<file path="src/design/lcbe_pkg.sv">
// Constants, types and helpers for the ladder compare and bit-of-word evaluator
// Contract
// - Set-bit with true rung forces the addressed word bit to one, others unchanged.
// - A set bit stays one after the rung falls, until a clear-bit addresses it.
// - Clear-bit with true rung forces the addressed word bit to zero, others unchanged.
// - A cleared bit stays zero after the rung falls; rung need not persist.
// - Bit index runs 0 to 15; word given directly or through a pointer.
// - Start-if-equal starts a rung with contact true when A equals B.
// - Start-if-not-equal starts a rung with contact true when A differs from B.
// - Parallel-if-equal ORs into the rung a contact true when A equals B.
// - Parallel-if-not-equal ORs into the rung a contact true when A differs from B.
// - Series-if-equal ANDs with the rung a contact true when A equals B.
// - Series-if-not-equal ANDs with the rung a contact true when A differs from B.
// - Start-if-at-least starts a rung, true when A >= B; A may be timer/counter.
// - Start-if-less starts a rung with contact true when A is less than B.
// - Parallel-if-at-least ORs into the rung a contact true when A >= B.
// - Parallel-if-less ORs into the rung a contact true when A < B.
// - Series-if-at-least ANDs with the rung a contact true when A >= B.
// - Series-if-less ANDs with the rung a contact true when A < B.
package lcbe_pkg;

  localparam int unsigned DW        = 16;
  localparam int unsigned AW        = 16;
  localparam int unsigned BIT_IDX_W = 4;
  localparam int unsigned TC_IDX_W  = 8;

  // Timer and counter current values live in data memory at these word bases
  localparam logic [AW-1:0] TMR_VAL_BASE = 16'h0200;
  localparam logic [AW-1:0] CNT_VAL_BASE = 16'h0300;
  localparam logic [DW-1:0] BIT0_MASK    = 16'h0001;

  typedef enum logic [3:0] {
    OP_SET_BIT_OF_WORD        = 4'h0,
    OP_CLEAR_BIT_OF_WORD      = 4'h1,
    OP_START_IF_EQUAL         = 4'h2,
    OP_START_IF_NOT_EQUAL     = 4'h3,
    OP_PARALLEL_IF_EQUAL      = 4'h4,
    OP_PARALLEL_IF_NOT_EQUAL  = 4'h5,
    OP_SERIES_IF_EQUAL        = 4'h6,
    OP_SERIES_IF_NOT_EQUAL    = 4'h7,
    OP_START_IF_AT_LEAST      = 4'h8,
    OP_START_IF_LESS          = 4'h9,
    OP_PARALLEL_IF_AT_LEAST   = 4'ha,
    OP_PARALLEL_IF_LESS       = 4'hb,
    OP_SERIES_IF_AT_LEAST     = 4'hc,
    OP_SERIES_IF_LESS         = 4'hd
  } lcbe_op_t;

  localparam logic [3:0] OP_LAST = 4'hd;

  typedef enum logic [1:0] {
    SRC_A_WORD             = 2'h0,
    SRC_A_POINTER          = 2'h1,
    SRC_A_TIMER            = 2'h2,
    SRC_A_COUNTER_OPERAND  = 2'h3
  } lcbe_srca_t;

  typedef enum logic [1:0] {
    SRC_B_WORD     = 2'h0,
    SRC_B_POINTER  = 2'h1,
    SRC_B_CONST    = 2'h2,
    SRC_B_INVALID  = 2'h3
  } lcbe_srcb_t;

  typedef enum logic [1:0] {
    CMB_START     = 2'h0,
    CMB_PARALLEL  = 2'h1,
    CMB_SERIES    = 2'h2,
    CMB_BIT       = 2'h3
  } lcbe_comb_t;

  typedef enum logic [1:0] {
    CMP_EQ = 2'h0,
    CMP_NE = 2'h1,
    CMP_GE = 2'h2,
    CMP_LT = 2'h3
  } lcbe_cmp_t;

  typedef enum logic [2:0] {
    ST_IDLE  = 3'h0,
    ST_RD_A  = 3'h1,
    ST_CAP_A = 3'h3,
    ST_RD_B  = 3'h2,
    ST_CAP_B = 3'h6,
    ST_EXEC  = 3'h7
  } lcbe_state_t;

  typedef struct packed {
    lcbe_state_t          state;
    lcbe_op_t             op;
    lcbe_srca_t           src_a;
    lcbe_srcb_t           src_b;
    logic [DW-1:0]        b_ref;
    logic [BIT_IDX_W-1:0] bit_idx;
    logic                 ptr_done;
    logic [DW-1:0]        opa;
    logic [DW-1:0]        opb;
    logic [AW-1:0]        addr;
    logic                 rd;
    logic                 we;
    logic [DW-1:0]        wdata;
    logic                 rung;
    logic                 done;
    logic                 illegal;
  } lcbe_regs_t;

  localparam lcbe_regs_t REGS_RST = '0;

  function automatic lcbe_comb_t lcbe_comb_of(input lcbe_op_t op);
    case (op)
      OP_SET_BIT_OF_WORD, OP_CLEAR_BIT_OF_WORD: lcbe_comb_of = CMB_BIT;
      OP_START_IF_EQUAL, OP_START_IF_NOT_EQUAL,
      OP_START_IF_AT_LEAST, OP_START_IF_LESS: lcbe_comb_of = CMB_START;
      OP_PARALLEL_IF_EQUAL, OP_PARALLEL_IF_NOT_EQUAL,
      OP_PARALLEL_IF_AT_LEAST, OP_PARALLEL_IF_LESS: lcbe_comb_of = CMB_PARALLEL;
      default: lcbe_comb_of = CMB_SERIES;
    endcase
  endfunction : lcbe_comb_of

  function automatic lcbe_cmp_t lcbe_cmp_of(input lcbe_op_t op);
    case (op)
      OP_START_IF_EQUAL, OP_PARALLEL_IF_EQUAL, OP_SERIES_IF_EQUAL: lcbe_cmp_of = CMP_EQ;
      OP_START_IF_NOT_EQUAL, OP_PARALLEL_IF_NOT_EQUAL,
      OP_SERIES_IF_NOT_EQUAL: lcbe_cmp_of = CMP_NE;
      OP_START_IF_LESS, OP_PARALLEL_IF_LESS, OP_SERIES_IF_LESS: lcbe_cmp_of = CMP_LT;
      default: lcbe_cmp_of = CMP_GE;
    endcase
  endfunction : lcbe_cmp_of

  // Operands are plain unsigned patterns
  function automatic logic lcbe_contact(input lcbe_cmp_t cmp, input logic [DW-1:0] a,
                                        input logic [DW-1:0] b);
    case (cmp)
      CMP_EQ:  lcbe_contact = (a == b);
      CMP_NE:  lcbe_contact = (a != b);
      CMP_GE:  lcbe_contact = (a >= b);
      default: lcbe_contact = (a < b);
    endcase
  endfunction : lcbe_contact

endpackage : lcbe_pkg

</file>
<file path="src/design/lcbe_core.sv">
// Ladder compare contacts and bit-of-word set/clear evaluator
`timescale 1ns/10ps
`default_nettype none

module lcbe_core
  import lcbe_pkg::*;
(
  // Clock, reset, enable
  input  wire logic                 clk_sys_i,
  input  wire logic                 arst_n_i,
  input  wire logic                 ce_i,
  // Instruction request from the sequencer
  input  wire logic                 start_i,
  input  wire logic [3:0]           op_i,
  input  wire logic [1:0]           src_a_i,
  input  wire logic [AW-1:0]        a_ref_i,
  input  wire logic [1:0]           src_b_i,
  input  wire logic [DW-1:0]        b_ref_i,
  input  wire logic [BIT_IDX_W-1:0] bit_idx_i,
  // Rung accumulator preset
  input  wire logic                 rung_ld_i,
  input  wire logic                 rung_i,
  // Answer
  output logic                      busy_o,
  output logic                      done_o,
  output logic                      illegal_o,
  output logic                      rung_o,
  // Data memory port
  output logic [AW-1:0]             mem_addr_o,
  output logic                      mem_rd_o,
  output logic                      mem_we_o,
  output logic [DW-1:0]             mem_wdata_o,
  input  wire logic [DW-1:0]        mem_rdata_i
);

  lcbe_regs_t    s_q;
  lcbe_regs_t    s_d;
  lcbe_op_t      req_op;
  lcbe_srca_t    req_src_a;
  lcbe_srcb_t    req_src_b;
  lcbe_comb_t    req_comb;
  lcbe_comb_t    cur_comb;
  lcbe_cmp_t     cur_cmp;
  logic          req_bad;
  logic [AW-1:0] req_addr_a;
  logic [DW-1:0] bit_mask;
  logic          contact;

  assign req_op    = lcbe_op_t'(op_i);
  assign req_src_a = lcbe_srca_t'(src_a_i);
  assign req_src_b = lcbe_srcb_t'(src_b_i);
  assign req_comb  = lcbe_comb_of(req_op);
  assign cur_comb  = lcbe_comb_of(s_q.op);
  assign cur_cmp   = lcbe_cmp_of(s_q.op);
  assign bit_mask  = BIT0_MASK << s_q.bit_idx;
  assign contact   = lcbe_contact(cur_cmp, s_q.opa, s_q.opb);

  // Timers and counters only feed compares; bit ops take a word or pointer
  always_comb begin
    req_bad = 1'b0;
    if (op_i > OP_LAST) begin
      req_bad = 1'b1;
    end else if (req_comb == CMB_BIT) begin
      req_bad = (req_src_a == SRC_A_TIMER) || (req_src_a == SRC_A_COUNTER_OPERAND);
    end else begin
      req_bad = (req_src_b == SRC_B_INVALID);
    end
  end

  // Operand A word address; timer and counter numbers index their value tables
  always_comb begin
    case (req_src_a)
      SRC_A_TIMER:           req_addr_a = TMR_VAL_BASE + {{(AW-TC_IDX_W){1'b0}}, a_ref_i[TC_IDX_W-1:0]};
      SRC_A_COUNTER_OPERAND: req_addr_a = CNT_VAL_BASE + {{(AW-TC_IDX_W){1'b0}}, a_ref_i[TC_IDX_W-1:0]};
      default:               req_addr_a = a_ref_i;
    endcase
  end

  always_comb begin
    s_d         = s_q;
    s_d.rd      = 1'b0;
    s_d.we      = 1'b0;
    s_d.done    = 1'b0;
    s_d.illegal = 1'b0;
    case (s_q.state)
      ST_IDLE: begin
        if (rung_ld_i) begin
          s_d.rung = rung_i;
        end
        if (start_i) begin
          s_d.op       = req_op;
          s_d.src_a    = req_src_a;
          s_d.src_b    = req_src_b;
          s_d.b_ref    = b_ref_i;
          s_d.bit_idx  = bit_idx_i;
          s_d.ptr_done = 1'b0;
          if (req_bad) begin
            // Refused in one cycle; memory and accumulator untouched
            s_d.done    = 1'b1;
            s_d.illegal = 1'b1;
          end else begin
            s_d.addr  = req_addr_a;
            s_d.rd    = 1'b1;
            s_d.state = ST_RD_A;
          end
        end
      end
      ST_RD_A: begin
        s_d.state = ST_CAP_A;
      end
      ST_CAP_A: begin
        if ((s_q.src_a == SRC_A_POINTER) && !s_q.ptr_done) begin
          // Pointer word read first, then the word it names
          s_d.addr     = mem_rdata_i;
          s_d.rd       = 1'b1;
          s_d.ptr_done = 1'b1;
          s_d.state    = ST_RD_A;
        end else begin
          s_d.opa      = mem_rdata_i;
          s_d.ptr_done = 1'b0;
          if (cur_comb == CMB_BIT) begin
            // Address stays on the resolved word for the write back
            s_d.state = ST_EXEC;
          end else if (s_q.src_b == SRC_B_CONST) begin
            s_d.opb   = s_q.b_ref;
            s_d.state = ST_EXEC;
          end else begin
            s_d.addr  = s_q.b_ref;
            s_d.rd    = 1'b1;
            s_d.state = ST_RD_B;
          end
        end
      end
      ST_RD_B: begin
        s_d.state = ST_CAP_B;
      end
      ST_CAP_B: begin
        if ((s_q.src_b == SRC_B_POINTER) && !s_q.ptr_done) begin
          s_d.addr     = mem_rdata_i;
          s_d.rd       = 1'b1;
          s_d.ptr_done = 1'b1;
          s_d.state    = ST_RD_B;
        end else begin
          s_d.opb   = mem_rdata_i;
          s_d.state = ST_EXEC;
        end
      end
      ST_EXEC: begin
        s_d.done  = 1'b1;
        s_d.state = ST_IDLE;
        case (cur_comb)
          CMB_BIT: begin
            // No write while the rung is false, so the bit keeps its last forced value
            if (s_q.rung) begin
              s_d.we = 1'b1;
              if (s_q.op == OP_SET_BIT_OF_WORD) begin
                s_d.wdata = s_q.opa | bit_mask;
              end else begin
                s_d.wdata = s_q.opa & ~bit_mask;
              end
            end
          end
          CMB_START: begin
            s_d.rung = contact;
          end
          CMB_PARALLEL: begin
            s_d.rung = s_q.rung | contact;
          end
          default: begin
            s_d.rung = s_q.rung & contact;
          end
        endcase
      end
      default: begin
        s_d.state = ST_IDLE;
      end
    endcase
  end

  always_ff @(posedge clk_sys_i or negedge arst_n_i) begin
    if (!arst_n_i) begin
      s_q <= REGS_RST;
    end else if (ce_i) begin
      s_q <= s_d;
    end
  end

  assign busy_o      = (s_q.state != ST_IDLE);
  assign done_o      = s_q.done;
  assign illegal_o   = s_q.illegal;
  assign rung_o      = s_q.rung;
  assign mem_addr_o  = s_q.addr;
  assign mem_rd_o    = s_q.rd;
  assign mem_we_o    = s_q.we;
  assign mem_wdata_o = s_q.wdata;

  // Helpers read only by the checks below
  logic          in_exec;
  logic [DW-1:0] opa_w;
  assign in_exec = (s_q.state == ST_EXEC) && ce_i;
  assign opa_w   = s_q.opa;
endmodule : lcbe_core

`default_nettype wire

</file>
<file path="config.mk">
export PLATFORM = sky130hd
export DESIGN_NAME = lcbe_core
export DESIGN_NICKNAME = d
export VERILOG_FILES = /design/src/design/lcbe_pkg.sv /design/src/design/lcbe_core.sv
export SDC_FILE = /design/constraint.sdc
export NUM_CORES = 1
export LEC_CHECK = 0
export BUFFER_PORTS_ARGS = -buffer_cell sky130_fd_sc_hd__buf_4
export CORE_AREA = 5 5 121 95
export DETAILED_ROUTE_END_ITERATION = 12
export DIE_AREA = 0 0 126 100
export PLACE_DENSITY = 0.87
export SYNTH_ARGS = -nofsm -noshare
export SYNTH_HDL_FRONTEND = slang
export SYNTH_SLANG_ARGS = --single-unit
</file>
<file path="constraint.sdc">
create_clock -name clk_sys_i -period 2.6 [get_ports clk_sys_i]
set_input_delay 0.26 -clock clk_sys_i [delete_from_list [all_inputs] [get_ports clk_sys_i]]
set_output_delay 0.26 -clock clk_sys_i [all_outputs]
set_load 0.005 [all_outputs]
</file>
==> results.json <==
{
  "die_area_um2": 12600,
  "cp-end-kind": "register",
  "cts_setup_buffers": 0,
  "worstPathArrival_ns": 2.73,
  "status": "complete, no violations",
  "finClkSkew_ns": 0.00946,
  "initial_utilization_pct": 54.9,
  "hp-class": "primary input to register",
  "finalPower_uw": 7340,
  "worstSetupStartpoint": "s_q[100]",
  "rsz0062_at_grt": "false",
  "ys_ff_latch": 101,
  "netlist_instances": 528,
  "fin_crit_sh_pct": 94.6,
  "final_max_slew_viol_count": 0,
  "crit_type": "register to register",
  "synth_top_area_share_pct": 45.6,
  "synth_seq_area_share_pct": 45.6,
  "drive_gt1_share_pct": 31.8,
  "grt_overflow": 0,
  "area_growth_pct": 18.9,
  "num-nets-final": 684,
  "numCtsBuffers": 9,
  "antenna_left": 0,
  "reg2regPathDepth": 6,
  "fin_ws_ns": 0.141,
  "synth_edf_count": 0,
  "port_buffers": 103,
  "worstPathCellList": "inv_1, nor2_1, a22oi_2, nor2b_1, a222oi_1, o21ai_1",
  "post-place-ws_ns": 0.193,
  "routedWlPerCell_um": 19.3,
  "core-area_um2": 10100,
  "reg2reg_from": "s_q[100]",
  "clkTransAtPathRegs_ns": 0.07,
  "synthTopCellsByArea": "dfrtp_1 (46%), mux2_2 (8.5%), buf_4 (4.9%)",
  "hold_viol_final": 0,
  "p_per_area_nw_per_um2": 1110,
  "peakVddDrop_mv": 0.544,
  "max_slew_margin_pct": 32.3,
  "grt_pass1_vias": 4313,
  "vias": 4426,
  "synth_ff_type": "dfrtp_1",
  "rows": 32,
  "synth_area_leader_cell": "dfrtp_1",
  "root_buffer": "clkbuf_16",
  "critPathBufInv": 1,
  "antenna_found_initial": 0,
  "ioPinCount": 104,
  "synth_nets": 614,
  "fin_area_um2": 6590,
  "p_leak_uw": 0.00302,
  "rrSetupSlack_ns": 0.14,
  "cts_buffer_depth": 2,
  "fin_crit_ns": 2.46,
  "place_area_um2": 6240,
  "reg2reg_to": "mem_addr_o[1]",
  "insertion_delay_ns": 0.35,
  "cp_slowest_stage_delay_ns": 0.80,
  "grt_pass1_wl_um": 22400,
  "remaining_drc_errors": 0,
  "drt-pass1-iter-count": 8,
  "cts_tree": "done",
  "crit_family": "simple AND/OR/NAND/NOR gates",
  "critPathRequiredTime_ns": 2.87,
  "drt_iter0_drc": 599,
  "tightest_slew_ns": 1.01,
  "cp_num_cells": 6,
  "gp_congestion": 0.920,
  "grt_use_total_pct": 22.1,
  "tns_ns": 0,
  "syn_area_per_cell_um2": 10.5,
  "async_reset_ff_share_pct": 100,
  "crit_fanout": 16,
  "routed_wl_um": 14300,
  "vias_per_cell": 5.99,
  "startpoint_type": "register",
  "max_cap_viol_count": 0,
  "hpwl_um": 10800,
  "antennaDiodeCount": 0,
  "cp_slowest_cell": "nor2b_1",
  "max_freq_ghz": 0.407,
  "ys_warn_count": 0,
  "clock-sinks": 101,
  "grt_max_degree": 53,
  "critPathCapture": "mem_addr_o[1]",
  "ys_types": 55,
  "die-width_um": 126,
  "synth_area_um2": 5540,
  "htree_levels": 3,
  "die_h_um": 100,
  "setup_viol_count_final": 0
}
==> logic make-up (layout without fill, tap and decap cells) <==
| family | count (synthesis) | in the layout | synth area share, % |
|---|---|---|---|
| simple gates | 134 | 135 | 13.0 |
| compound gates | 127 | 127 | 16.0 |
| flops | 101 | 101 | 45.6 |
| buf+inv | 82 | 156 | 8.33 |
| mux | 64 | 64 | 12.6 |
| fa+ha+maj | 20 | 20 | 4.51 |
==> cell type report <==
type / count / area, µm²
well taps: 136 / 170
clock buffers: 11 / 243
multi-input cells: 346 / 2580
inverters: 24 / 90.1
flip-flops and latches: 101 / 2530
repair buffers: 116 / 911
clock inverters: 5 / 66.3
fillers: 766 / 3500
==> registers in the layout, summed over array words and instances (netlist names) <==
| name | cells |
|---|---|
| done_o | 1 |
| mem_addr_o | 16 |
| rung_o | 1 |
| mem_wdata_o | 16 |
| mem_rd_o | 1 |
| opa_w | 16 |
| s_q | 48 |
| illegal_o | 1 |
| mem_we_o | 1 |
==> power by group <==
group,switching [µW],internal (µW),total (µW)
registers,627,2240,2860
clock network,611,785,1400
logic,1630,1450,3080
total,2860,4470,7340
==> synthesized netlist by cell type, types with 10 or more instances <==
cell	n
a21oi_1	39
a221oi_1	16
a222oi_1	15
buf_2	15
buf_4	36
dfrtp_1	101
ha_1	20
inv_1	24
mux2_2	42
mux2i_1	19
nand2_1	37
nor2_1	40
nor3_1	10
o21ai_1	16
==> cells in the final DEF, fill, tap and decap left out, types with 10 or more instances in the layout <==
cell type | Yosys | layout
nor2_1 | 40 | 40
nor3_1 | 10 | 10
inv_1 | 24 | 24
ha_1 | 20 | 20
nand2_1 | 37 | 37
a21oi_1 | 39 | 39
buf_4 | 36 | 112
mux2i_1 | 19 | 19
a222oi_1 | 15 | 15
o21ai_1 | 16 | 16
mux2_2 | 42 | 42
a221oi_1 | 16 | 16
dfrtp_1 | 101 | 101
==> per-stage QoR <==
step	util, %	std cells	hold WS [ns]
after floorplan	-	528	-0.0356
after global placement	61.9	721	0.329
after detailed placement	61.9	721	0.337
after CTS	65.0	738	0.124
after global routing	65.3	739	0.124
final	65.3	739	0.128
==> worst reg2reg max path, cell delays in order, from the launching register on <==
cell and delay (ns):
dfrtp_1 0.58, inv_1 0.12, nor2_1 0.25, a22oi_2 0.12, nor2b_1 0.80, a222oi_1 0.33, o21ai_1 0.19
==> metal layers <==
layer	global-route usage, %	routed length (µm)	up-vias
met2	33.5	6480	225
met5	0	0	-
met4	7.01	368	0
li1	-	-	2039
met3	5.32	1180	33
met1	31.6	6250	2129
==> worst min-delay path by stage <==
stage                             from  cells past startpoint  slack [ns]       end
final                     bit_idx_i[1]                      2        0.13   s_q[71]
after global routing      bit_idx_i[3]                      2        0.12   s_q[73]
after CTS                 bit_idx_i[1]                      2        0.12   s_q[71]
after detailed placement      arst_n_i                      1        0.34  mem_rd_o
after global placement        arst_n_i                      1        0.33   s_q[91]
after floorplan               arst_n_i                      0       -0.04    done_o
==> timing repair <==
action	in CTS	in global routing
hold buffers	1	0
gates resized for setup	0	2
setup endpoints to repair	0	4
endpoints found under the hold margin	50	0
Power figures use the tool's default switching activity.
